File: config.mk
export PLATFORM = sky130hd
export DESIGN_NAME = fsps_sequencer
export DESIGN_NICKNAME = d
export VERILOG_FILES = /design/src/hw/fsps_op_timer.v /design/src/hw/fsps_sequencer.v
export VERILOG_INCLUDE_DIRS = /design/src /design/src/include
export SDC_FILE = /design/constraint.sdc
export NUM_CORES = 1
export LEC_CHECK = 0
export BUFFER_PORTS_ARGS = -buffer_cell sky130_fd_sc_hd__buf_2
export CAP_MARGIN = 20
export CORE_AREA = 3 3 124 126
export DETAILED_ROUTE_END_ITERATION = 16
export DIE_AREA = 0 0 127 129
export HOLD_SLACK_MARGIN = 0.03
export PLACE_DENSITY = 0.82
export SYNTH_ARGS = -nofsm -noshare
export SYNTH_HDL_FRONTEND = slang
export SYNTH_SLANG_ARGS = --single-unit
export TNS_END_PERCENT = 50
File: constraint.sdc
create_clock -name mclk_in -period 1.8 [get_ports mclk_in]
set_input_delay 0.18 -clock mclk_in [delete_from_list [all_inputs] [get_ports mclk_in]]
set_output_delay 0.18 -clock mclk_in [all_outputs]
set_load 0.01 [all_outputs]
File: src/include/fsps_defines.vh
// fsps_defines.vh - constants of the flash self-programming sequencer
// assumes: included by bare name from design files under hw/
`ifndef FSPS_DEFINES_VH
`define FSPS_DEFINES_VH

// register byte offsets on apb
`define FSPS_OFF_CONTROL 12'h000
`define FSPS_OFF_KEY 12'h004
`define FSPS_OFF_ADDR_HIGH 12'h008
`define FSPS_OFF_ADDR_LOW 12'h00c
`define FSPS_OFF_IRQ_STATUS 12'h010
`define FSPS_OFF_IRQ_CLEAR 12'h014
`define FSPS_OFF_IRQ_ENABLE 12'h018
`define FSPS_ADDR_W 12

// control register fields
`define FSPS_CTL_START 15
`define FSPS_CTL_ENABLE 14
`define FSPS_CTL_ERROR 13
`define FSPS_CTL_ERASE 0

// unlock key values
`define FSPS_KEY_FIRST 8'h55
`define FSPS_KEY_SECOND 8'haa

// field widths of the address and key registers
`define FSPS_HIGH_W 8
`define FSPS_LOW_W 16
`define FSPS_KEY_W 8

// interrupt status bits
`define FSPS_IRQ_DONE 0
`define FSPS_IRQ_REFUSED 1
`define FSPS_IRQ_W 2

// word-pair alignment: bit 1 of the target set, bit 0 clear
`define FSPS_ALIGN_MASK 24'h000003
`define FSPS_ALIGN_VALUE 24'h000002

// default operation durations, 20 ns cycles
`define FSPS_ERASE_CYCLES 16'h0400
`define FSPS_PROG_CYCLES 16'h0100
`define FSPS_CNT_W 16

`endif

File: src/hw/fsps_op_timer.v
// fsps_op_timer.v - down-counter timing one flash operation
// assumes: load is a one-cycle pulse, synchronous active-high reset
`include "fsps_defines.vh"
`default_nettype none

module fsps_op_timer (
  input wire mclk_in,
  input wire srst_in,
  input wire load_in,
  input wire [`FSPS_CNT_W-1:0] count_in,
  output reg busy_out,
  output reg done_out
);

  reg [`FSPS_CNT_W-1:0] remain;

  // counts down while busy, pulses done on the last cycle
  always @(posedge mclk_in) begin
    if (srst_in) begin
      remain <= {`FSPS_CNT_W{1'b0}};
      busy_out <= 1'b0;
      done_out <= 1'b0;
    end else begin
      done_out <= 1'b0;
      if (load_in && !busy_out) begin
        remain <= count_in;
        busy_out <= 1'b1;
      end else if (busy_out) begin
        if (remain <= {{(`FSPS_CNT_W-1){1'b0}}, 1'b1}) begin
          busy_out <= 1'b0;
          done_out <= 1'b1;
        end else begin
          remain <= remain - {{(`FSPS_CNT_W-1){1'b0}}, 1'b1};
        end
      end
    end
  end

endmodule // fsps_op_timer

`default_nettype wire

File: src/hw/fsps_sequencer.v
// fsps_sequencer.v - run-time self-programming sequencer with apb slave
// assumes: apb master on mclk_in, flash array driven by op strobes
// assumes: durations come from parameters; the array gives no done signal
// assumes: one operation at a time; the core sits stalled until it ends
// Summary of operation
// - two operations: erase one page, or program a pair of instruction words
// - processor held stalled while an operation runs
// - bit 15 of control starts the operation and clears itself when done
// - program writes two 24-bit words at an address ending in binary 10
// - no operation proceeds without the unlock key sequence first
// - unlock is two consecutive key writes: 0x55 then 0xaa
// - key register is write-only and reads back zero
// - address registers form a 24-bit target address for word or page
// - high register gives upper 8 bits, low register lower 16 bits
// - control register enables and starts; seven registers form the interface
`include "fsps_defines.vh"
`default_nettype none

module fsps_sequencer #(
  parameter [`FSPS_CNT_W-1:0] ERASE_CYCLES = `FSPS_ERASE_CYCLES,
  parameter [`FSPS_CNT_W-1:0] PROG_CYCLES = `FSPS_PROG_CYCLES
) (
  input wire mclk_in,
  input wire srst_in,
  input wire psel_in,
  input wire penable_in,
  input wire pwrite_in,
  input wire [`FSPS_ADDR_W-1:0] paddr_in,
  input wire [31:0] pwdata_in,
  output reg [31:0] prdata_out,
  output reg pready_out,
  output reg pslverr_out,
  input wire [47:0] prog_data_in,
  output reg cpu_stall_out,
  output reg flash_erase_out,
  output reg flash_prog_out,
  output reg [23:0] flash_addr_out,
  output reg [47:0] flash_data_out,
  output reg irq_out
);

  ////////////////////////////////////////////////////////////////////////
  // state

  localparam [2:0] ST_IDLE = 3'b001;
  localparam [2:0] ST_RUN = 3'b010;
  localparam [2:0] ST_END = 3'b100;

  reg [2:0] state;
  reg [2:0] next_state;
  reg ctl_start;
  reg ctl_enable;
  reg ctl_erase;
  reg ctl_error;
  reg [7:0] addr_high;
  reg [15:0] addr_low;
  reg key_half;
  reg unlocked;
  reg [`FSPS_IRQ_W-1:0] irq_status;
  reg [`FSPS_IRQ_W-1:0] irq_enable;
  reg timer_load;
  reg [`FSPS_CNT_W-1:0] timer_count;
  wire timer_busy;
  wire timer_done;

  wire [23:0] target = {addr_high, addr_low};
  wire wr_go = psel_in && penable_in && pwrite_in && !pready_out;
  wire rd_go = psel_in && penable_in && !pwrite_in && !pready_out;
  // address decode, one wire per register
  wire hit_ctl = paddr_in == `FSPS_OFF_CONTROL;
  wire hit_key = paddr_in == `FSPS_OFF_KEY;
  wire hit_high = paddr_in == `FSPS_OFF_ADDR_HIGH;
  wire hit_low = paddr_in == `FSPS_OFF_ADDR_LOW;
  wire hit_stat = paddr_in == `FSPS_OFF_IRQ_STATUS;
  wire hit_clr = paddr_in == `FSPS_OFF_IRQ_CLEAR;
  wire hit_ena = paddr_in == `FSPS_OFF_IRQ_ENABLE;
  // unmapped offsets answer with an error; a write there still breaks the key sequence
  wire known = hit_ctl || hit_key || hit_high || hit_low || hit_stat || hit_clr || hit_ena;
  // write-one-clear strobes for the sticky status bits
  wire clr_done = wr_go && hit_clr && pwdata_in[`FSPS_IRQ_DONE];
  wire clr_refused = wr_go && hit_clr && pwdata_in[`FSPS_IRQ_REFUSED];
  // erase ignores alignment, program needs a word-pair target
  wire aligned = (target & `FSPS_ALIGN_MASK) == `FSPS_ALIGN_VALUE;
  // start request from software, only honoured when idle
  wire start_req = wr_go && hit_ctl && pwdata_in[`FSPS_CTL_START] && state == ST_IDLE;
  wire start_ok = start_req && unlocked && pwdata_in[`FSPS_CTL_ENABLE] &&
                  (pwdata_in[`FSPS_CTL_ERASE] || aligned);
  wire start_bad = start_req && !start_ok;

  ////////////////////////////////////////////////////////////////////////
  // operation timer

  fsps_op_timer fsps_op_timer_inst (
    .mclk_in(mclk_in),
    .srst_in(srst_in),
    .load_in(timer_load),
    .count_in(timer_count),
    .busy_out(timer_busy),
    .done_out(timer_done)
  );

  // next state of the sequence
  always @* begin
    next_state = state;
    case (state)
      ST_IDLE: begin
        if (start_ok) begin
          next_state = ST_RUN;
        end
      end
      ST_RUN: begin
        if (timer_done) begin
          next_state = ST_END;
        end
      end
      ST_END: begin
        next_state = ST_IDLE;
      end
      default: begin
        next_state = ST_IDLE;
      end
    endcase
  end

  ////////////////////////////////////////////////////////////////////////
  // apb slave and register file

  // one wait state: answer in the cycle after penable rises
  // trade-off: the fixed wait keeps pready a flop at the cost of a cycle
  always @(posedge mclk_in) begin
    if (srst_in) begin
      pready_out <= 1'b0;
      pslverr_out <= 1'b0;
      prdata_out <= 32'h00000000;
    end else begin
      pready_out <= psel_in && penable_in && !pready_out;
      pslverr_out <= psel_in && penable_in && !pready_out && !known;
      prdata_out <= 32'h00000000;
      if (rd_go) begin
        case (paddr_in)
          `FSPS_OFF_CONTROL: begin
            prdata_out[`FSPS_CTL_START] <= ctl_start;
            prdata_out[`FSPS_CTL_ENABLE] <= ctl_enable;
            prdata_out[`FSPS_CTL_ERROR] <= ctl_error;
            prdata_out[`FSPS_CTL_ERASE] <= ctl_erase;
          end
          `FSPS_OFF_ADDR_HIGH: prdata_out[`FSPS_HIGH_W-1:0] <= addr_high;
          `FSPS_OFF_ADDR_LOW: prdata_out[`FSPS_LOW_W-1:0] <= addr_low;
          `FSPS_OFF_IRQ_STATUS: prdata_out[`FSPS_IRQ_W-1:0] <= irq_status;
          `FSPS_OFF_IRQ_ENABLE: prdata_out[`FSPS_IRQ_W-1:0] <= irq_enable;
          // key, clear and unmapped offsets all read zero
          default: prdata_out <= 32'h00000000;
        endcase
      end
    end
  end

  // control fields; a control write while busy leaves them unchanged, but its start bit still clears the unlock
  always @(posedge mclk_in) begin
    if (srst_in) begin
      ctl_enable <= 1'b0;
      ctl_erase <= 1'b0;
      ctl_error <= 1'b0;
    end else if (wr_go && hit_ctl && state == ST_IDLE) begin
      ctl_enable <= pwdata_in[`FSPS_CTL_ENABLE];
      ctl_erase <= pwdata_in[`FSPS_CTL_ERASE];
      ctl_error <= start_bad;
    end
  end

  // start bit: set by an accepted launch, cleared by hardware at the end
  always @(posedge mclk_in) begin
    if (srst_in) begin
      ctl_start <= 1'b0;
    end else if (start_ok) begin
      ctl_start <= 1'b1;
    end else if (state == ST_END) begin
      ctl_start <= 1'b0;
    end
  end

  // address registers, frozen while an operation runs so the target
  // seen by the array cannot drift under it
  always @(posedge mclk_in) begin
    if (srst_in) begin
      addr_high <= {`FSPS_HIGH_W{1'b0}};
      addr_low <= {`FSPS_LOW_W{1'b0}};
    end else if (state == ST_IDLE) begin
      if (wr_go && hit_high) begin
        addr_high <= pwdata_in[`FSPS_HIGH_W-1:0];
      end
      if (wr_go && hit_low) begin
        addr_low <= pwdata_in[`FSPS_LOW_W-1:0];
      end
    end
  end

  // interrupt enable, writable at any time
  always @(posedge mclk_in) begin
    if (srst_in) begin
      irq_enable <= {`FSPS_IRQ_W{1'b0}};
    end else if (wr_go && hit_ena) begin
      irq_enable <= pwdata_in[`FSPS_IRQ_W-1:0];
    end
  end

  ////////////////////////////////////////////////////////////////////////
  // unlock key tracking

  // any apb write other than a key write of 0xaa or of 0x55 right after 0x55 breaks the sequence
  // limitation: reads between the two key writes do not break it
  always @(posedge mclk_in) begin
    if (srst_in) begin
      key_half <= 1'b0;
      unlocked <= 1'b0;
    end else begin
      if (wr_go) begin
        key_half <= hit_key && pwdata_in[`FSPS_KEY_W-1:0] == `FSPS_KEY_FIRST;
        if (hit_key && key_half && pwdata_in[`FSPS_KEY_W-1:0] == `FSPS_KEY_SECOND) begin
          unlocked <= 1'b1;
        end else if (hit_ctl && pwdata_in[`FSPS_CTL_START]) begin
          unlocked <= 1'b0;
        end
      end
    end
  end

  ////////////////////////////////////////////////////////////////////////
  // sequencer and flash strobes

  // state register; the end state lasts one cycle so the done flag and
  // the start-bit clear land together
  always @(posedge mclk_in) begin
    if (srst_in) begin
      state <= ST_IDLE;
    end else begin
      state <= next_state;
    end
  end

  // timer load and duration, picked by the erase bit of the start write
  always @(posedge mclk_in) begin
    if (srst_in) begin
      timer_load <= 1'b0;
      timer_count <= {`FSPS_CNT_W{1'b0}};
    end else begin
      timer_load <= start_ok;
      if (start_ok) begin
        timer_count <= pwdata_in[`FSPS_CTL_ERASE] ? ERASE_CYCLES : PROG_CYCLES;
      end
    end
  end

  // one-cycle launch strobes; the kind is fixed by the write that starts
  always @(posedge mclk_in) begin
    if (srst_in) begin
      flash_erase_out <= 1'b0;
      flash_prog_out <= 1'b0;
    end else begin
      flash_erase_out <= start_ok && pwdata_in[`FSPS_CTL_ERASE];
      flash_prog_out <= start_ok && !pwdata_in[`FSPS_CTL_ERASE];
    end
  end

  // target and word pair captured at launch and held for the whole run,
  // so later bus traffic cannot move an operation already under way
  always @(posedge mclk_in) begin
    if (srst_in) begin
      flash_addr_out <= 24'h000000;
      flash_data_out <= 48'h000000000000;
    end else if (start_ok) begin
      flash_addr_out <= target;
      flash_data_out <= prog_data_in;
    end
  end

  // core stall: rises with the launch, falls as the timer reports done
  always @(posedge mclk_in) begin
    if (srst_in) begin
      cpu_stall_out <= 1'b0;
    end else if (start_ok) begin
      cpu_stall_out <= 1'b1;
    end else if (next_state == ST_END) begin
      cpu_stall_out <= 1'b0;
    end
  end

  ////////////////////////////////////////////////////////////////////////
  // interrupt status, set wins over clear

  // sticky bits: an event in the cycle of its clear keeps the bit set,
  // so software never loses an event it has not yet seen
  always @(posedge mclk_in) begin
    if (srst_in) begin
      irq_status <= {`FSPS_IRQ_W{1'b0}};
    end else begin
      irq_status[`FSPS_IRQ_DONE] <= (state == ST_END) || (irq_status[`FSPS_IRQ_DONE] && !clr_done);
      irq_status[`FSPS_IRQ_REFUSED] <= start_bad || (irq_status[`FSPS_IRQ_REFUSED] && !clr_refused);
    end
  end

  // level interrupt from a flop; it trails the status bits by one cycle
  always @(posedge mclk_in) begin
    if (srst_in) begin
      irq_out <= 1'b0;
    end else begin
      irq_out <= |(irq_status & irq_enable);
    end
  end

endmodule // fsps_sequencer

`default_nettype wire

* Word level (Yosys, flattened, before mapping)
Index checks and enable logic that the tools add are counted.
** Storage, ports and cells
- Register bits after elaboration :: 182
** Cells by class
- Add/sub/neg operators :: 1
- Magnitude comparators :: 1
- Mux-type cells :: 21
- Reduce and logical (&&, ||, !) cells :: 60
- Bitwise operators :: 4
- Equal/unequal tests :: 14
** Operator list (count)
- 2-to-1 mux 16 bit :: 3
- equality test 12 x 5 -> 1 bit (second input constant) :: 3
- logical AND 1 bit :: 30
- equality test 12 x 4 -> 1 bit (second input constant) :: 2
- <= comparator 16 x 1 -> 1 bit (second input constant) :: 1
- subtractor 16 x 1 -> 16 bit (second input constant) :: 1
- equality test 12 x 3 -> 1 bit (second input constant) :: 1
- logical NOT 12 bit :: 1
- case mux 3 bit (2 select lines) :: 2
- case mux 6 bit (2 select lines) :: 1
- 2-to-1 mux 11 bit :: 1
- 2-to-1 mux 1 bit :: 10
- logical OR 1 bit :: 9
- equality test 8 x 7 -> 1 bit (second input constant) :: 1
- equality test 8 bit (second input constant) :: 1
- logical NOT 1 bit :: 8
- AND reduction 2 bit :: 4
- nonzero test 2 bit :: 4
- equality test 3 bit (second input constant) :: 2
- 2-to-1 mux 3 bit :: 2
- OR reduction 3 bit :: 2
- case mux 1 bit (5 select lines) :: 1
- case mux 1 bit (4 select lines) :: 1
- OR reduction 2 bit :: 2
- 6 further kinds :: 8

* Depth between registers and ports, before layout
Gate-level depths: netlist (run 1).
- Depth after elaboration :: 14
- Gate-level depth with buffers :: 7
- Depth with buffers taken out :: 6

* Cells and area by module
Synthesis (run 1) repeated with hierarchy kept, for this count alone.
** Second synthesis, totals
- Cell total of the unflattened synthesis :: 742
- Area, all modules :: 6552.5 um^2
** By module, submodules not included
- fsps_sequencer :: cells each 608, area an instance 5432.7 um^2, times used 1, sequential area each 2682.6 um^2
- fsps_op_timer :: cells each 134, area an instance 1119.8 um^2, times used 1, sequential area each 360.3 um^2

* Least setup slack after synthesis (run 1)
No wires, ideal clock.
- Kind :: reg-to-reg
- Start :: register pready_out
- End :: register flash_addr_out[10]
- Period minus slack after synthesis :: 1876 ps
- Cell stages (with the launch flop) :: 7
- Slack :: -76 ps
- Required time :: 1680 ps
- Arrival :: 1757 ps
- Library setup time :: 120 ps
- Buffers on the path :: 2
- Cell sequence :: dfxtp_1 and4b_1 nand2_1 or4_1 buf_4 buf_6 mux2i_1
** Between the ends
- Word-level cells in the longest chain between the ends :: 8
** Ends and longest elaborated chain
- from (decl) :: RTL line fsps_sequencer.v:31 : output reg pready_out,
- from (signal assigned) :: RTL line fsps_sequencer.v:136 : pready_out <= psel_in && penable_in && !pready_out;
- logical NOT 1 bit :: RTL line fsps_sequencer.v:67 : wire wr_go = psel_in && penable_in && pwrite_in && !pready_out;
- logical AND 1 bit :: RTL line fsps_sequencer.v:67
- logical AND 1 bit (3 in series) :: RTL line fsps_sequencer.v:85 : wire start_req = wr_go && hit_ctl && pwdata_in[`FSPS_CTL_START] && state == ST_IDLE;
- logical AND 1 bit (3 in series) :: RTL line fsps_sequencer.v:86 : wire start_ok = start_req && unlocked && pwdata_in[`FSPS_CTL_ENABLE] &&
- to (signal assigned) :: RTL line fsps_sequencer.v:272 : flash_addr_out <= target;
- to (decl) :: RTL line fsps_sequencer.v:37 : output reg [23:0] flash_addr_out,
No other way between the ends.
A chain may end at the register's enable or synchronous reset.

* Final worst setup path (run 1)
- Start :: register fsps_op_timer_inst.remain[11]
- End :: register fsps_op_timer_inst.remain[0]
** Between the ends
- Word-level cells in the longest chain between the ends :: 3
** Ends and longest elaborated chain
- from (decl) :: RTL line fsps_op_timer.v:15 : reg [`FSPS_CNT_W-1:0] remain;
- from (signal assigned) :: RTL line fsps_op_timer.v:20 : remain <= {`FSPS_CNT_W{1'b0}};
- from (signal assigned) :: RTL line fsps_op_timer.v:26 : remain <= count_in;
- from (signal assigned) :: RTL line fsps_op_timer.v:33 : remain <= remain - {{(`FSPS_CNT_W-1){1'b0}}, 1'b1};
- <= comparator 16 x 1 -> 1 bit :: RTL line fsps_op_timer.v:29 : if (remain <= {{(`FSPS_CNT_W-1){1'b0}}, 1'b1}) begin
- != test 2 x 1 -> 1 bit (no line)
- AND reduction 2 bit (no line)
No other way between the ends.

==> results by stage, run 1 <==
Worst setup path:
- At the worst endpoint, the required time is roughly 2.1 ns.
- The worst path buffer plus inverter count is 1.
- The signal arrival time at the worst endpoint is about 2.1 ns.
- Among cell families on the critical path, the largest total delay comes from simple AND/OR/NAND/NOR gates.
- The cell with the largest stage delay on the worst path is or4_4.
- The maximum fanout along the worst path is 3.
- The endpoint type of the worst setup path is a flip-flop.
- Walking the worst path, the cells encountered are or4_4 > o41ai_4 > buf_4 > mux2_4.
- The worst setup path is of the flip-flop to flip-flop kind.
- The kind of launch point of the worst setup path is a flip-flop.
- The largest single stage delay on the critical path is 0.57 ns.

Placement:
- The placed wire-length estimate after detailed placement is about 12 mm.
- The standard cell area after detailed placement is around 8000 um^2.
- The final weighted congestion in routability-driven placement is 0.8919.
- The count of port buffers added during placement is roughly 170.

Route:
- The DRC violation total after the first TritonRoute iteration is approximately 600.
- The total via count after detailed routing is roughly 6700.
- The number of search-and-repair iterations in the first detailed-routing pass is 5.
- The total wire length is slightly below 20 mm.
- The remaining antenna violation count after routing is 0.
- The average via count per standard cell is around 5.7.
- In the final routed layout, each cell accounts on average for about 17 um.
- The DRC violation count after routing is 0.

Synth:
- After synthesis, the largest area contributor takes up between 40% and 50% of total cell area.
- By instance count, the leading cell after synthesis is dfxtp_1.
- The share of synthesized registers carrying an async set or reset is 0%.
- The post-synth design cell area is 6566 um^2.
- The number of enable-type register cells in the synthesized netlist is 0.
- After synthesis, the most frequently instantiated cells are 152 x dfxtp_1, 87 x nand2_1, 68 x a21oi_1.
- The synthesized flop and latch total is between 150 and 200.
- Sequential elements use 46.34% of the synthesized area.
- Ranked by total cell area, the synthesized netlist is headed by dfxtp_1 46%, mux2i_1 8.1%, o41ai_1 6.5%, a21oi_1 5.2%, nand2_1 5.0%.
- In the synthesized netlist the dominant register cell turns out to be dfxtp_1.
- The largest total area in the synthesized netlist belongs to dfxtp_1.
- The number of distinct library cells after synthesis is 60.
- The synthesized area divided by synthesized cell count is about 9.1 um^2.
- Yosys printed 0 warnings.
- Synthesis handed over a netlist of between 700 and 800 instances.

Global route:
- In the global route stage, overall resource usage came out at about a quarter.
- The number of antenna violations at the first check in global routing is 1.
- The first global-routing pass estimated between 30 and 40 mm of wire.
- The number of global-route vias before repair is around 6400.
- Entering global routing, the biggest net connects 83 pins.
- The overall overflow remaining after global route is 0.

CTS:
- The library cell used as clock root buffer is clkbuf_16.
- The total number of clock tree sinks is between 150 and 200.
- The insertion delay to the later sink of the worst-skew pair is 0.42 ns.
- In this run, CTS created clock tree buffers numbering 17.
- The maximum root-to-sink buffer count is 2.
- The deepest level of the CTS H-tree is 4.
- Clock-pin slew was measured on the worst setup and hold paths at around 0.060 ns.
- TritonCTS built the clock tree.

Flow run:
- The number of maximum-capacitance constraint violations is 0.

Hold path:
- The path type of the worst min-delay path is input port to flip-flop.

Die:
- The total area inside the core boundary comes to around 14000 um^2.
- The number of placement rows is 44.
- The die is ~130 um wide.
- Once the floorplan was initialized, standard cells occupied a little under half of the core.
- The floorplan step set the die height to between 100 and 150 um.
- The die area is around 16000 um^2.
- In this run the count of I/O pins placed on the die edge is 207.

Status:
- The final reports fail on setup timing.
- The run finished, with violations left.

Power and ir drop:
- Summed over all cells, the static leakage comes to about 3.9 nW.
- Power spread over the standard cell area amounts to 814.7 nW/um^2.
- The total design power is between 7 and 8 mW.
- VDD sags by at most about 0.54 mV.

STA:
- Setup violations remaining at the end of the flow were counted as 2.
- The count of endpoints failing hold in the final timing report is 0.
- Across all setup checks in the final design, the least slack found is -0.01965 ns.
- The actual slew at the worst max-slew pin is ~0.55 ns.
- The highest achievable clock rate is 0.5496 GHz.
- Setup repair after global routing could not meet its margin everywhere.
- The part of the cycle the worst path needs is 101.1%.
- The setup skew after layout is roughly 0.0084 ns.
- The number of max-slew violations in the final report came to 0.
- Headroom to the max-slew limit came out at between 60% and 70%.
- The final period demand of the worst path is around 1.8 ns.

Finish:
- Cells fill between 60% and 70% of the core in the end.
- The final-stage net count is around 1100.
- Once layout is done, the placed cells without fillers occupy a little over 9000 um^2.
- The share of layout cells above drive strength 1 is roughly a third.
- Compared with the post-synthesis result, the final layout area differs by 41.06%.
==> metrics by stage <==
step | hold slack, ns | setup TNS, ns | cells | worst slack, ns
after floorplan | 0.3243 | -0.03792 | 734 | -0.01305
after global placement | 0.4119 | -3.958 | 1079 | -0.07626
after detailed placement | 0.4215 | -4.639 | 1079 | -0.1136
after CTS | 0.03062 | -0.07111 | 1165 | -0.03616
after global routing | 0.05581 | -0.7633 | 1170 | -0.05543
final | 0.05536 | -0.03592 | 1171 | -0.01965
==> layout by cell type (no fill, tap or decap), types with 9 or more instances in the layout <==
cell | synthesis | layout
nor2_1 | 29 | 27
a31oi_1 | 9 | 9
clkbuf_16 | 0 | 17
o41ai_1 | 49 | 49
dfxtp_1 | 152 | 147
a21oi_1 | 68 | 68
buf_4 | 19 | 58
nand3_1 | 52 | 52
nor3_1 | 9 | 9
mux2i_1 | 53 | 53
conb_1 | 1 | 16
dlygate4sd3_1 | 0 | 54
or3_1 | 9 | 9
nand2_1 | 87 | 86
buf_2 | 6 | 175
==> where the power goes <==
group	internal, mW	leakage [nW]	switching, mW
clock network	2.33	0.299	1.40
registers	3.37	1.23	0.00125
logic	0.203	2.40	0.244
total	5.90	3.93	1.65
==> final timing paths <==
check	startpoint	slack, ns	to	depth (start not counted)
min reg2reg	addr_low[8]	0.45	prdata_out[8]	1
max reg2reg	fsps_op_timer_inst.remain[11]	-0.02	fsps_op_timer_inst.remain[0]	4
max	fsps_op_timer_inst.remain[11]	-0.02	fsps_op_timer_inst.remain[0]	4
min	prog_data_in[23]	0.06	flash_data_out[23]	3
==> cells by family (layout without fill, tap and decap cells) <==
logic type,after synthesis,in the layout,share of synthesized area (%)
flops,152,152,46.34
mux,58,58,8.937
compound gates,171,171,18.12
buf+inv,84,335,6.231
fa+ha+maj,2,2,0.3810
simple gates,251,251,19.93
other cells,1,18,0.05711
==> sequential cells by signal, indices dropped and copies added (netlist names), 2 cells and up <==
register	cells
prdata_out	16
fsps_op_timer_inst.remain	16
timer_count	2
flash_data_out	48
addr_low	16
state	3
irq_status	2
irq_enable	2
addr_high	8
flash_addr_out	24
==> final cells by class <==
| type | instances | area (um^2) |
|---|---|---|
| timing repair buffer | 299 | 2052 |
| clock inverter | 10 | 140.1 |
| multi-input combinational | 498 | 3287 |
| antenna | 2 | 5.005 |
| tap | 184 | 230.2 |
| fill | 1147 | 5161 |
| sequential | 152 | 3049 |
| inverter | 4 | 15.01 |
| clock buffer | 22 | 484.2 |
==> worst register-to-register path: stages, from the launching register on <==
cell	delay (ns)
dfxtp_2	0.32
or4_4	0.57
o41ai_4	0.35
buf_4	0.18
mux2_4	0.29
==> metal layers <==
metal / vias up / global-route usage [%] / part of all wire (%)
met5: - / 0 / 0
met4: 0 / 9.527 / 2.8
met3: 53 / 5.604 / 7.7
met2: 334 / 39.41 / 48
met1: 3120 / 29.29 / 41
li1: 3158 / - / -
==> repair_timing <==
action                                  4_1_cts  5_1_grt
cloned                                        0        1
pin swaps                                     1       10
setup buffers                                 0        3
endpoints found under the setup margin       30       42
hold buffers                                 54        0
resized for setup                             3       25
endpoints found under the hold margin        54        0
(Power assumes the default switching activity.)
==> run 2, diff against run 1 <==
- ABC_AREA: unset -> 1
- CORE_AREA: 3 3 124 126 -> 3 3 128 130
- DIE_AREA: 0 0 127 129 -> 0 0 131 133
==> results by stage, run 2 <==
Status:
- Result of the run: complete, but fails checks (unchanged).
- Violations in the final reports: setup timing (unchanged).

Finish:
- The area overhead of the layout relative to synthesis was 33.64% (was 41.06%).
- The flip-flop count of the largest register, all copies and words added was 48 (unchanged).
- The utilization after layout was 62.51% (was 64.22%).
- Highest-count cells in the layout ignoring fill and taps: 245 x inv_1, 179 x nand2_1, 174 x buf_2 (was 175 x buf_2, 147 x dfxtp_1, 86 x nand2_1).
- The register containing the most flip-flops in the final layout is flash_data_out (unchanged).
- The multi-input gate area in the final layout came to 3002 um^2 (was 3287 um^2).
- The most frequent standard cell in the layout excluding fill and tap cells is inv_1 (was buf_2).
- The final-stage net count is 1377 (was 1071).
- The share of layout cells above drive strength 1 was 25.56% (was 32.49%).
- The area taken by flip-flops and latches came to 3044 um^2 (was 3049 um^2).
- Top Registers: flash_data_out: 48 flops, flash_addr_out: 24 flops (unchanged).
- The final-layout fill cell count came to 1322 (was 1147).
- The final antenna diode count is 0 (was 2).

STA:
- The setup skew after layout is 0.008792 ns (was 0.008379 ns).
- The part of the cycle the worst path needs is 101.2% (was 101.1%).
- The worst hold margin came to 0.05910 ns (was 0.05536 ns).
- The number of max-slew violations in the final report is 0 (unchanged).
- The final period demand of the worst path was 1.822 ns (was 1.820 ns).
- The post-layout worst setup margin is -0.02244 ns (was -0.01965 ns).
- The highest achievable clock rate is 0.5487 GHz (was 0.5496 GHz).
- The final-layout setup total negative slack was -0.02244 ns (was -0.03592 ns).
- RSZ-0062 raised after global routing: true (unchanged).
- The count of endpoints failing hold in the final timing report is 0 (unchanged).
- The number of failing setup endpoints in the final timing report was 1 (was 2).

CTS:
- The total CTS buffers is 17 (unchanged).
- The library cell used as clock root buffer is clkbuf_16 (unchanged).
- The CTS tree is built (unchanged).
- The total number of clock tree sinks is 152 (unchanged).
- The maximum root-to-sink buffer count is 2 (unchanged).
- The deepest level of the CTS H-tree was 4 (unchanged).
- The clock transition at the registers of the reported paths is 0.07 ns (was 0.06 ns).
- The insertion delay to the later sink of the worst-skew pair was 0.42 ns (about the same).

Die:
- The die span in x was 131 um (was 127 um).
- The die area is 17420 um^2 (was 16380 um^2).
- The number of placed I/O pins came to 207 (unchanged).
- The starting density of the core is 46.77% (was 45.52%).
- The total core area is 15260 um^2 (was 14420 um^2).
- The die height is 133 um (was 129 um).
- The number of placement rows is 45 (was 44).

Power and ir drop:
- The worst ir drop on vdd is 1.033 mV (was 0.5429 mV).
- The sequential power share is 45.0% (was 44.6%).
- The switching portion of total power came to 24.61% (was 21.81%).
- The static leakage is 4.800 nW (was 3.928 nW).
- The proportion of power drawn by the clock network is 50.3% (was 49.5%).
- The internal portion of total power was 5.634 mW (was 5.900 mW).
- The power density over cell area was 783.5 nW/um^2 (was 814.7 nW/um^2).
- The relative contribution of combinational cells to total power is 4.7% (was 5.9%).
- The switching power is 1.839 mW (was 1.646 mW).

Synth:
- Most numerous cell types in the synthesized netlist: 256 x inv_1, 221 x nand2_1, 152 x dfxtp_1 (was 152 x dfxtp_1, 87 x nand2_1, 68 x a21oi_1).
- The number of distinct library cells after synthesis came to 30 (was 60).
- The fraction of synthesized cell area taken by the top area cell type is 42.64% (was 46.34%).
- The number of enable-type register cells in the synthesized netlist was 0 (unchanged).
- The dominant cell type by area after synthesis is dfxtp_1 (unchanged).
- The post-synth design cell area was 7137 um^2 (was 6566 um^2).
- The synthesized-area fraction occupied by and/or/nand/nor cells is 30.72% (was 19.93%).
- The synthesized flop and latch total is 152 (unchanged).
- The dominant combinational cell family by area after synthesis was simple AND/OR/NAND/NOR gates (unchanged).
- The share of synthesized registers carrying an async set or reset was 0% (unchanged).
- The share of the synthesized area in compound gates (AO/OA/AOI/OAI) is 7.188% (was 18.12%).
- Dominant cells by area after synthesis: dfxtp_1 43%, inv_1 13%, nand2_1 12%, nand4_1 7.1%, nor2_1 7.0% (was dfxtp_1 46%, mux2i_1 8.1%, o41ai_1 6.5%, a21oi_1 5.2%, nand2_1 5.0%).
- The fraction of the mapped netlist area in adder cells is 0.3506% (was 0.3811%).
- The most numerous cell in the Yosys netlist is inv_1 (was dfxtp_1).
- The cell count after synthesis is 1085 (was 719).
- The leading register cell type out of synthesis is dfxtp_1 (unchanged).
- The synthesized area divided by synthesized cell count is 6.578 um^2 (was 9.133 um^2).
- The area share of xor/xnor cells in the synthesized design is 0.7363% (was 0%).
- The synthesis warning total is 0 (unchanged).
- The proportion of synthesized chip area in sequential cells came to 42.64% (was 46.34%).
- The share of cell area taken by muxes after synthesis came to 0% (was 8.937%).

Route:
- The DRC violation total after the first TritonRoute iteration is 555 (was 599).
- The average wire per cell in the routed design is 13.97 um (was 16.89 um).
- The DRC violation count after routing is 0 (unchanged).
- The remaining antenna violation count after routing is 0 (unchanged).
- The average via count per standard cell is 4.888 (was 5.692).
- The number of search-and-repair iterations in the first detailed-routing pass is 6 (was 5).
- The total via count after detailed routing is 7342 (was 6665).
- The total wire length is 20.98 mm (was 19.77 mm).

Global route:
- The total routing resource utilization after global routing is 20.86% (was 23.53%).
- The overall overflow remaining after global route is 0 (unchanged).
- The wire length of the first global-routing pass is 29.50 mm (was 31.48 mm).
- The number of antenna violations at the first check in global routing is 0 (was 1).
- The number of global-route vias before repair came to 6377 (was 6424).
- The pin count of the biggest net entering global routing is 73 (was 83).

Worst setup path:
- The worst setup path category is flip-flop to flip-flop (unchanged).
- The signal arrival time at the worst endpoint is 2.17 ns (was 2.12 ns).
- The kind of launch point of the worst setup path is a flip-flop (unchanged).
- The maximum fanout along the worst path is 9 (was 3).
- The data required time at the worst endpoint is 2.15 ns (was 2.10 ns).
- The endpoint type of the worst setup path is a flip-flop (unchanged).

Placement:
- The placed wire-length estimate after detailed placement came to 13.14 mm (was 12.22 mm).
- The final weighted congestion in routability-driven placement was 0.8926 (was 0.8919).
- The count of port buffers added during placement is 174 (unchanged).

Hold path:
- The path type of the worst min-delay path is input port to flip-flop (unchanged).

Flow run:
- The number of maximum-capacitance constraint violations is 0 (unchanged).
run 2: routing by layer:
| metal | track usage (%) | share of wire, % | vias to the layer above |
|---|---|---|---|
| met5 | 0 | 0 | - |
| met4 | 6.743 | 2.0 | 0 |
| met3 | 5.491 | 7.2 | 42 |
| met2 | 34.11 | 50 | 285 |
| met1 | 26.61 | 41 | 3344 |
| li1 | - | - | 3671 |
run 2: per-stage QoR:
step	total power [mW]	setup WS, ns	cells	cell area [um^2]
floorplan	3.642	0.2177	1100	7193
global placement	3.770	0.08553	1448	8335
detailed placement	3.774	0.06485	1448	8335
CTS	7.515	0.03554	1484	9005
global route	7.719	-0.1180	1502	9538
finish	7.473	-0.02244	1502	9538
run 2: cell type report:
| type | count | share of cell area [%] |
|---|---|---|
| inverter | 260 | 10.23 |
| timing repair buffer | 225 | 17.01 |
| tap | 211 | 2.768 |
| clock inverter | 15 | 2.138 |
| clock buffer | 17 | 4.460 |
| multi-input combinational | 622 | 31.47 |
| sequential | 152 | 31.92 |
run 2: logic make-up after synthesis:
logic type / after synthesis
AOI/OAI and AO/OA: 101
xor gates and xnor gates: 6
adders and majority gates: 2
buffers and inverters: 326
DFF: 152
other: 1
and+or+nand+nor: 497
run 2: repair_timing:
action	4_1_cts	5_1_grt
endpoints found under the hold margin	4	0
setup buffers	0	4
setup endpoints to repair	0	95
hold buffers	4	0
gates resized for setup	0	72
run 2: power by group through the flow:
| stage | Clock (mW) | Combinational, mW | Sequential (mW) |
|---|---|---|---|
| 2_1_floorplan | 0 | 0.200 | 3.44 |
| 3_3_place_gp | 0 | 0.330 | 3.44 |
| 3_5_place_dp | 0 | 0.334 | 3.44 |
| 4_1_cts | 3.81 | 0.342 | 3.36 |
| 5_1_grt | 3.97 | 0.391 | 3.36 |
| 6_report | 3.76 | 0.352 | 3.36 |
run 2: path summary, 6_finish.rpt:
| kind | start | end | slack [ns] | cells after the start |
|---|---|---|---|---|
| worst max-delay path | pready_out | flash_data_out[39] | -0.02 | 12 |
| worst min-delay path | penable_in | pready_out | 0.06 | 3 |
| worst max register to register | pready_out | flash_data_out[39] | -0.02 | 12 |
| worst min register to register | timer_count[8] | timer_count[8] | 0.47 | 2 |
run 2: critical path, cell delays in order (launching register included):
cell and delay [ns]:
dfxtp_2 0.32, inv_2 0.04, nand4_1 0.20, buf_4 0.23
inv_2 0.06, nand2_2 0.06, nor2_4 0.11, nand4_4 0.13
clkbuf_16 0.21, buf_6 0.15, nand2_1 0.07, inv_1 0.04
nor2_1 0.13
